File: src/pkg/slp_cfg.svh
// register indices, field positions and sizes for the sleep-off select bank
`ifndef SLP_CFG_SVH
`define SLP_CFG_SVH

`define SLP_ADDR_W        10
`define SLP_DATA_W        32
`define SLP_REG_W         8
`define SLP_N_RAILS       14
`define SLP_N_LOW         8
`define SLP_N_MISC_RAILS  6
`define SLP_IDX_W         8
`define SLP_IDX_OFF_LOW   8'h29
`define SLP_IDX_OFF_MISC  8'h2a
`define SLP_IDX_STATUS    8'h30
`define SLP_ALIGN_LSB     2
`define SLP_BIT_THERM     7
`define SLP_BIT_SLOWCLK   6
`define SLP_STAT_LOADED   0
`define SLP_STAT_SLEEP    1
`define SLP_REG_RST       8'h00

`endif

File: src/pkg/slp_pkg.sv
// types shared by the sleep-off select bank
`include "slp_cfg.svh"

package slp_pkg;

   typedef logic [`SLP_N_RAILS-1:0] slp_rail_t;
   typedef logic [`SLP_REG_W-1:0]   slp_byte_t;
   typedef logic [`SLP_DATA_W-1:0]  slp_word_t;
   typedef logic [`SLP_ADDR_W-1:0]  slp_addr_t;

   typedef enum logic [1:0] {
      ST_LOAD,
      ST_ACTIVE,
      ST_SLEEP
   } slp_mode_e;

   typedef struct packed {
      slp_mode_e mode;
      slp_byte_t off_low;
      slp_byte_t off_misc;
      slp_rail_t rail_off;
      slp_rail_t rail_eco;
      logic      therm_off;
      logic      slow_off;
      logic      in_sleep;
      logic      pready;
      logic      pslverr;
      slp_word_t prdata;
   } slp_state_s;

endpackage : slp_pkg

File: src/pkg/slp_int_if.sv
// internal carrier between the bank top, its address decoder and its rail mode decoder
`timescale 1ns/1ps

interface slp_int_if;
   import slp_pkg::*;

   slp_addr_t addr;
   logic      hit_low;
   logic      hit_misc;
   logic      hit_status;
   logic      mapped;
   slp_rail_t off_sel;
   slp_rail_t keep;
   slp_rail_t off;
   slp_rail_t low_quiescent_mode;

   modport top  (output addr, off_sel, keep,
                 input  hit_low, hit_misc, hit_status, mapped, off, low_quiescent_mode);
   modport dec  (input  addr,
                 output hit_low, hit_misc, hit_status, mapped);
   modport mode (input  off_sel, keep,
                 output off, low_quiescent_mode);
endinterface : slp_int_if

File: src/core/slp_addr_dec.sv
// word address decoder for the sleep-off select bank
`timescale 1ns/1ps
`include "slp_cfg.svh"

module slp_addr_dec (
   // carrier
   slp_int_if.dec ifc
);
   import slp_pkg::*;

   function automatic logic idx_hit(input slp_addr_t a, input logic [`SLP_IDX_W-1:0] idx);
      idx_hit = (a[`SLP_ALIGN_LSB-1:0] == '0) &&
                (a[`SLP_ADDR_W-1:`SLP_ALIGN_LSB] == idx);
   endfunction : idx_hit

   always_comb begin
      ifc.hit_low    = idx_hit(ifc.addr, `SLP_IDX_OFF_LOW);
      ifc.hit_misc   = idx_hit(ifc.addr, `SLP_IDX_OFF_MISC);
      ifc.hit_status = idx_hit(ifc.addr, `SLP_IDX_STATUS);
      ifc.mapped     = ifc.hit_low | ifc.hit_misc | ifc.hit_status;
   end
endmodule : slp_addr_dec

File: src/core/slp_rail_mode.sv
// per-rail sleep mode decode: keep-active wins, else off selector picks off or eco
`timescale 1ns/1ps

module slp_rail_mode (
   // carrier
   slp_int_if.mode ifc
);
   import slp_pkg::*;

   always_comb begin
      ifc.off = ifc.off_sel & ~ifc.keep;
      ifc.low_quiescent_mode = ~ifc.off_sel & ~ifc.keep;
   end
endmodule : slp_rail_mode

File: src/core/slp_bank_top.sv
// sleep-off select register bank with apb slave and sleep mode control
//
// The APB register port was left to the implementer.
`timescale 1ns/1ps
`include "slp_cfg.svh"

module slp_bank_top (
   // clock and reset
   input  wire logic              i_clk,
   input  wire logic              i_resetn,
   // apb slave
   input  wire logic              i_psel,
   input  wire logic              i_penable,
   input  wire logic              i_pwrite,
   input  wire slp_pkg::slp_addr_t i_paddr,
   input  wire slp_pkg::slp_word_t i_pwdata,
   output logic                   o_pready,
   output slp_pkg::slp_word_t     o_prdata,
   output logic                   o_pslverr,
   // one-time defaults
   input  wire slp_pkg::slp_byte_t i_otp_off_low,
   input  wire slp_pkg::slp_byte_t i_otp_off_misc,
   // power state
   input  wire logic              i_sleep,
   input  wire slp_pkg::slp_rail_t i_keep_active,
   // rail controls
   output slp_pkg::slp_rail_t     o_rail_off,
   output slp_pkg::slp_rail_t     o_rail_eco,
   output logic                   o_thermal_off,
   output logic                   o_slow_clk_off,
   output logic                   o_in_sleep
);
   import slp_pkg::*;

   slp_state_s s_reg;
   slp_state_s s_next;
   slp_int_if  ifc ();

   logic access_done;
   logic wr_done;

   slp_addr_dec u_dec (
      .ifc (ifc)
   );

   slp_rail_mode u_mode (
      .ifc (ifc)
   );

   // rail order: the eight rails of the low register first, then the six rails of the second register
   function automatic slp_rail_t rail_sel(input slp_state_s s);
      rail_sel = {s.off_misc[`SLP_N_MISC_RAILS-1:0], s.off_low};
   endfunction : rail_sel

   assign ifc.addr    = i_paddr;
   assign ifc.off_sel = rail_sel(s_reg);
   assign ifc.keep    = i_keep_active;

   assign access_done = i_psel & i_penable & s_reg.pready;
   assign wr_done     = access_done & i_pwrite & ifc.mapped;

   function automatic slp_word_t read_mux(input slp_state_s s, input logic lo,
                                          input logic mi, input logic st);
      slp_word_t d;
      d = '0;
      if (lo) begin
         d = slp_word_t'(s.off_low);
      end else if (mi) begin
         d = slp_word_t'(s.off_misc);
      end else if (st) begin
         d[`SLP_STAT_LOADED] = (s.mode != ST_LOAD);
         d[`SLP_STAT_SLEEP]  = s.in_sleep;
      end
      read_mux = d;
   endfunction : read_mux

   always_comb begin
      s_next = s_reg;
      // answer one cycle after setup; held off until the defaults are in so no
      // access can race the one-time load
      s_next.pready  = i_psel & ~s_reg.pready & (s_reg.mode != ST_LOAD);
      // error only ever travels with ready, never on its own during the load
      s_next.pslverr = s_next.pready & ~ifc.mapped;
      if (i_psel & ~s_reg.pready) begin
         s_next.prdata = i_pwrite ? '0 :
                         read_mux(s_reg, ifc.hit_low, ifc.hit_misc, ifc.hit_status);
      end
      if (wr_done & ifc.hit_low) begin
         s_next.off_low = i_pwdata[`SLP_REG_W-1:0];
      end
      if (wr_done & ifc.hit_misc) begin
         s_next.off_misc = i_pwdata[`SLP_REG_W-1:0];
      end
      case (s_reg.mode)
         ST_LOAD: begin
            s_next.off_low  = i_otp_off_low;
            s_next.off_misc = i_otp_off_misc;
            s_next.mode     = ST_ACTIVE;
         end
         ST_ACTIVE: begin
            if (i_sleep) begin
               // settings frozen here; writes during sleep apply at next entry
               s_next.mode      = ST_SLEEP;
               s_next.in_sleep  = 1'b1;
               s_next.rail_off  = ifc.off;
               s_next.rail_eco  = ifc.low_quiescent_mode;
               s_next.therm_off = s_reg.off_misc[`SLP_BIT_THERM];
               s_next.slow_off  = s_reg.off_misc[`SLP_BIT_SLOWCLK];
            end
         end
         ST_SLEEP: begin
            if (!i_sleep) begin
               s_next.mode      = ST_ACTIVE;
               s_next.in_sleep  = 1'b0;
               s_next.rail_off  = '0;
               s_next.rail_eco  = '0;
               s_next.therm_off = 1'b0;
               s_next.slow_off  = 1'b0;
            end
         end
         default: begin
            s_next.mode = ST_LOAD;
         end
      endcase
   end

   always_ff @(posedge i_clk or negedge i_resetn) begin
      if (!i_resetn) begin
         s_reg           <= '0;
         s_reg.mode      <= ST_LOAD;
         s_reg.off_low   <= `SLP_REG_RST;
         s_reg.off_misc  <= `SLP_REG_RST;
      end else begin
         s_reg <= s_next;
      end
   end

   assign o_pready       = s_reg.pready;
   assign o_prdata       = s_reg.prdata;
   assign o_pslverr      = s_reg.pslverr;
   assign o_rail_off     = s_reg.rail_off;
   assign o_rail_eco     = s_reg.rail_eco;
   assign o_thermal_off  = s_reg.therm_off;
   assign o_slow_clk_off = s_reg.slow_off;
   assign o_in_sleep     = s_reg.in_sleep;
endmodule : slp_bank_top

File: config.mk
export PLATFORM = sky130hd
export DESIGN_NAME = slp_bank_top
export DESIGN_NICKNAME = d
export VERILOG_FILES = /design/src/pkg/slp_pkg.sv /design/src/pkg/slp_int_if.sv /design/src/core/slp_addr_dec.sv /design/src/core/slp_rail_mode.sv /design/src/core/slp_bank_top.sv
export VERILOG_INCLUDE_DIRS = /design/src /design/src/pkg
export SDC_FILE = /design/constraint.sdc
export NUM_CORES = 1
export LEC_CHECK = 0
export BUFFER_PORTS_ARGS = -buffer_cell sky130_fd_sc_hd__buf_4
export CORE_MARGIN = 2
export CORE_UTILIZATION = 25
export CTS_BUF_LIST = sky130_fd_sc_hd__clkbuf_2
export CTS_CLUSTER_DIAMETER = 40
export CTS_CLUSTER_SIZE = 10
export DETAILED_ROUTE_END_ITERATION = 16
export SLEW_MARGIN = 20
export SYNTH_ARGS = -nofsm -noshare
export SYNTH_HDL_FRONTEND = slang
export SYNTH_SLANG_ARGS = --single-unit
File: constraint.sdc
create_clock -name i_clk -period 4.5 [get_ports i_clk]
set_input_delay 0 -clock i_clk [delete_from_list [all_inputs] [get_ports i_clk]]
set_output_delay 0 -clock i_clk [all_outputs]
set_load 0.02 [all_outputs]
### Yosys cells after proc, flatten, opt, wreduce, memory -nomap -nowiden

Cells that the tools add are included.

| word-level totals | value |
|---|---|
| flip-flop bits (word level) | 83 |

| operators by class | value |
|---|---|
| equal/unequal tests | 7 |
| muxes and demuxes | 14 |
| bitwise gates (word level) | 17 |
| reductions and logical operators | 11 |

Operators by type and width:

| cell | count |
|---|---|
| two-way mux 31 bit | 2 |
| one-hot mux 31 bit (2 select lines) | 1 |
| two-way mux 32 bit | 1 |
| bitwise AND 14 bit | 2 |
| NOT 14 bit | 2 |
| == test 8 x 6 -> 1 bit (second input constant) | 3 |
| two-way mux 8 bit | 3 |
| two-way mux 16 bit | 1 |
| bitwise AND 1 bit | 9 |
| two-way mux 2 bit | 4 |
| nonzero test 2 bit | 4 |
| two-way mux 6 bit | 1 |
| one-hot mux 2 bit (3 select lines) | 1 |
| zero test 2 bit | 2 |
| != test 2 bit (second input constant) | 2 |
| logical AND 1 bit | 3 |
| AND reduction 3 bit | 1 |
| == test 2 x 1 -> 1 bit (second input constant) | 1 |
| == test 2 bit (second input constant) | 1 |
| NOT 1 bit | 2 |
| OR 1 bit | 2 |
| AND reduction 2 bit | 1 |

### Logic depth before layout (Yosys ltp)

| depth | value |
|---|---|
| depth after elaboration | 8 |
| mapped depth | 6 |

### By module

From an unflattened synthesis, not the netlist that was laid out.

| second synthesis, totals | value |
|---|---|
| cell total of the unflattened synthesis | 325 |
| area, all modules | 3210.6 sq um |

By module, submodules not included:

| module | times used | cells each | area each (sq um) | sequential area each (sq um) |
|---|---|---|---|---|
| slp_bank_top | 1 | 284 | 2864.0 | 1476.4 |
| slp_rail_mode | 1 | 28 | 245.2 | 0.0 |
| slp_addr_dec | 1 | 13 | 101.3 | 0.0 |

### Worst setup path before layout

OpenSTA, ideal clock, no wires.

| timing | value |
|---|---|
| path type | reg2reg |
| start point | reg s_reg[81] in the netlist's numbering |
| end point | reg s_reg (netlist bit ifc.off_sel[1]) |
| setup time | 122 ps |
| data arrival time | 1598 ps |
| path slack | 2780 ps |
| stages on the path, launching flop included | 6 |
| buffers on the path | 2 |
| cells stage by stage | dfrtp_1 > clkbuf_1 > nor2_1 > buf_2 > mux2i_1 > a21oi_2 |

| on the way | value |
|---|---|
| word-level cells in the longest chain between the ends | 2 |

RTL lines:

| what | RTL line | RTL |
|---|---|---|
| start, declared | slp_bank_top.sv:35 | `slp_state_s s_reg;` |
| start signal, assigned | slp_bank_top.sv:134 | `s_reg <= s_next;` |
| zero test 2 bit (*) | slp_bank_top.sv:94 | `case (s_reg.mode)` |
| two-way mux 16 bit / nonzero test 2 bit (equally long branches) | n/a |  |

Mark *: on every way between the ends. The rest lies on a longest branch, timed or not.
A chain may end at the register's enable or synchronous reset.

### Worst setup path in the final report

| timing | value |
|---|---|
| start point | in i_paddr[6] |
| end point | reg s_reg (netlist bit o_prdata[1]) |

| on the way | value |
|---|---|
| word-level cells in the longest chain between the ends | 6 |

RTL lines:

| what | RTL line | RTL |
|---|---|---|
| start, declared | slp_bank_top.sv:15 | `input wire slp_pkg::slp_addr_t i_paddr,` |
| == test 8 x 6 -> 1 bit | slp_addr_dec.sv:13 | `` (a[`SLP_ADDR_W-1:`SLP_ALIGN_LSB] == idx); `` |
| logical AND 1 bit | slp_addr_dec.sv:12 | `` idx_hit = (a[`SLP_ALIGN_LSB-1:0] == '0) && `` |
| two-way mux 2 bit | slp_bank_top.sv:70 | `end else if (st) begin` |
| two-way mux 2 bit | slp_bank_top.sv:68 | `end else if (mi) begin` |
| two-way mux 8 bit (*) | slp_bank_top.sv:66 | `if (lo) begin` |
| two-way mux 32 bit (*) | slp_bank_top.sv:85 | `s_next.prdata = i_pwrite ? '0 :` |

Marks and branches as above.

==> flow_metrics.tcl <==
set metrics [dict create \
    cts-resized-gates 0 \
    tns_ns 0 \
    rows 40 \
    grt_pass1_vias 2404 \
    finClkSkew_ns 0.0278 \
    power.net_switching_mw 0.932 \
    cts_setup_buffers 0 \
    core_area_sq_um 12000 \
    hp-class "in -> reg" \
    final_cell_mix "buf_4, dfrtp_1, dlygate4sd3_1" \
    grt_util_all_layers 0.126 \
    final_cell_area_sq_um 4180 \
    fmax_mhz 404 \
    power_frac_seq 0.417 \
    clk_pin_slew_worst_paths_ns 0.16 \
    hold_buffers 54 \
    fillers 1212 \
    ant_nets 0 \
    drive_above_1_share 0.334 \
    portBuffers 94 \
    cp-start-kind "input port" \
    peakVddDrop_v 0.000140 \
    synthDistinctLibCells 38 \
    cts_buffer_depth 2 \
    cp_common_cell "dlygate4sd3_1" \
    vias 2432 \
    p_per_area_nw_per_um2 540 \
    cts_made_buffers 9 \
    die_width_um 115 \
    internal-power_mw 1.33 \
    routed_wl_mm 8.05 \
    nNetsFinal 478 \
    worst-path-max-fanout 3 \
    netlist_area_sq_um 3080 \
    fin_hold_ws_ns 0.0707 \
    dieArea_sq_um 13200 \
    insertedDiodeCount 0 \
    place_hpwl_mm 5.70 \
    cts_sinks 59 \
    placed_area_sq_um 3560 \
    drtPass1Iterations 4 \
    worst_slack_ns 2.03 \
    synth_largest_area_cell "dfrtp_1" \
    wl_per_cell_um 14.6 \
    fp.dieH_um 115 \
    grt_max_degree 60 \
    status "complete, no violations" \
    endpoint_kind "flip-flop" \
    startpoint "i_paddr[6]" \
    total_leakage_power_nw 2.02 \
    grt_overflow 0 \
    rsz0062_at_grt "false" \
    synth-seq-cells 59 \
    regArea_sq_um 1480 \
    multi_input_area_sq_um 1170 \
    finalMaxSlewViolations 0 \
    netlist.area_leader.share 0.480 \
    seq_area_frac_synth 0.480 \
    via_per_inst 4.41 \
    crit_required_ns 4.89 \
    cp_slowest_stage_delay_ns 0.60 \
    path_cells "dlygate4sd3_1, buf_4, nor2_1, dlygate4sd3_1, nand3_1, dlygate4sd3_1, a32oi_1, dlygate4sd3_1" \
    syn_to_final_growth_pct 35.9 \
    clock_latency_ns 0.46 \
    path_class "in -> reg" \
    grt_antenna_before_repair 0 \
    avgSynthCellArea_sq_um 10.7 \
    p_total_mw 2.26 \
    finalSetupViolCount 0 \
    synth-edff-count 0 \
    clkPwrFrac 0.111 \
    initial_utilization 0.256 \
    gp_congestion 0.696 \
    cts_tree "yes" \
    yosys_warnings 0 \
    ys.flop_type "dfrtp_1" \
    period_needed_ns 2.47 \
    slowest_stage "dlygate4sd3_1" \
    clock-root-buffer "clkbuf_2" \
    cts_max_level 3 \
    p_comb_frac 0.472 \
    arrival_ns 2.87 \
    synth_area_leaders "dfrtp_1, buf_4, mux2_2" \
    async_flop_share 1.00 \
    rr_startpoint "s_reg[81]" \
    grt_first_pass_wirelength_mm 12.6 \
    drt_iter0_drc 147 \
    tightestPinTransition_ns 1.01 \
    cap_violations 0 \
    hold_viol_final 0 \
    drc 0 \
    num_io_pins 143 \
    dp_slack_ns 2.08 \
    synth_cells 288 \
    slew_headroom 0.323 \
    min_period_over_period 0.550 \
    switching_share 0.413 \
    min_from "i_paddr[2]" \
    final_common_cell "buf_4" \
]
[power by group through the flow]
| stage | Combinational, mW | Sequential (mW) | Clock (mW) |
|---|---|---|---|
| 3_5_place_dp | 0.989 | 0.960 | 0 |
| 3_3_place_gp | 0.974 | 0.950 | 0 |
| 6_report | 1.07 | 0.941 | 0.251 |
| 2_1_floorplan | 0.816 | 0.879 | 0 |
| 5_1_grt | 1.16 | 0.981 | 0.293 |
| 4_1_cts | 1.08 | 0.946 | 0.270 |
[cells in the mapped netlist (2+ instances only)]
cell      number
buf_4         60
dfrtp_1       59
nor2_1        29
nand2_1       17
a22o_1        16
mux2_2        16
o31ai_1       14
a21oi_1        9
clkbuf_1       9
mux2i_1        8
inv_1          7
a222oi_1       6
nand2b_1       3
o21ai_0        3
a21boi_0       2
a21oi_2        2
a32oi_1        2
nand3_1        2
nand3b_1       2
nor4_2         2
or3_1          2
or3b_2         2
[critical path, delay by kind of cell]
kind                   cells  cell delay [ns]
buffers and inverters      5             2.41
and+or+nand+nor            2             0.28
AOI/OAI and AO/OA          1             0.18
[logic make-up after synthesis]
logic type,Yosys count,share of synthesized area
flops,59,0.480
simple gates,66,0.107
mux,24,0.0846
xor+xnor,1,0.00285
other cells,1,0.00122
compound gates,59,0.154
buf+inv,78,0.171
[area by class of cell]
class / count / area share
clock buffers: 10 / 0.0120
clock inverters: 5 / 0.00509
inverters: 7 / 0.00628
multi-input cells: 174 / 0.280
flip-flops and latches: 59 / 0.353
well taps: 147 / 0.0440
repair buffers: 149 / 0.300
[stage by stage]
step | utilization | instances
after floorplan | - | 311
after global placement | 0.297 | 482
after detailed placement | 0.297 | 482
after CTS | 0.348 | 551
after global routing | 0.348 | 551
final | 0.348 | 551
[path summary, 6_finish.rpt]
kind / endpoint / slack, ns / cells past startpoint
setup reg to reg: ifc.off_sel[13] / 2.07 / 4
hold / removal: o_pslverr / 0.07 / 4
hold reg to reg: o_rail_eco[4] / 0.49 / 2
setup / recovery: o_prdata[1] / 2.03 / 8
min in group asynchronous: o_pslverr / 0.10 / 2
max in group asynchronous: o_rail_eco[7] / 3.83 / 2
[per-layer routing]
| metal | global-route usage | share of wire |
|---|---|---|
| met5 | 0 | 0 |
| met1 | 0.168 | 0.46 |
| met2 | 0.196 | 0.47 |
| met3 | 0.0353 | 0.057 |
| met4 | 0.0434 | 0.0080 |
Power figures use the tool's default switching activity.
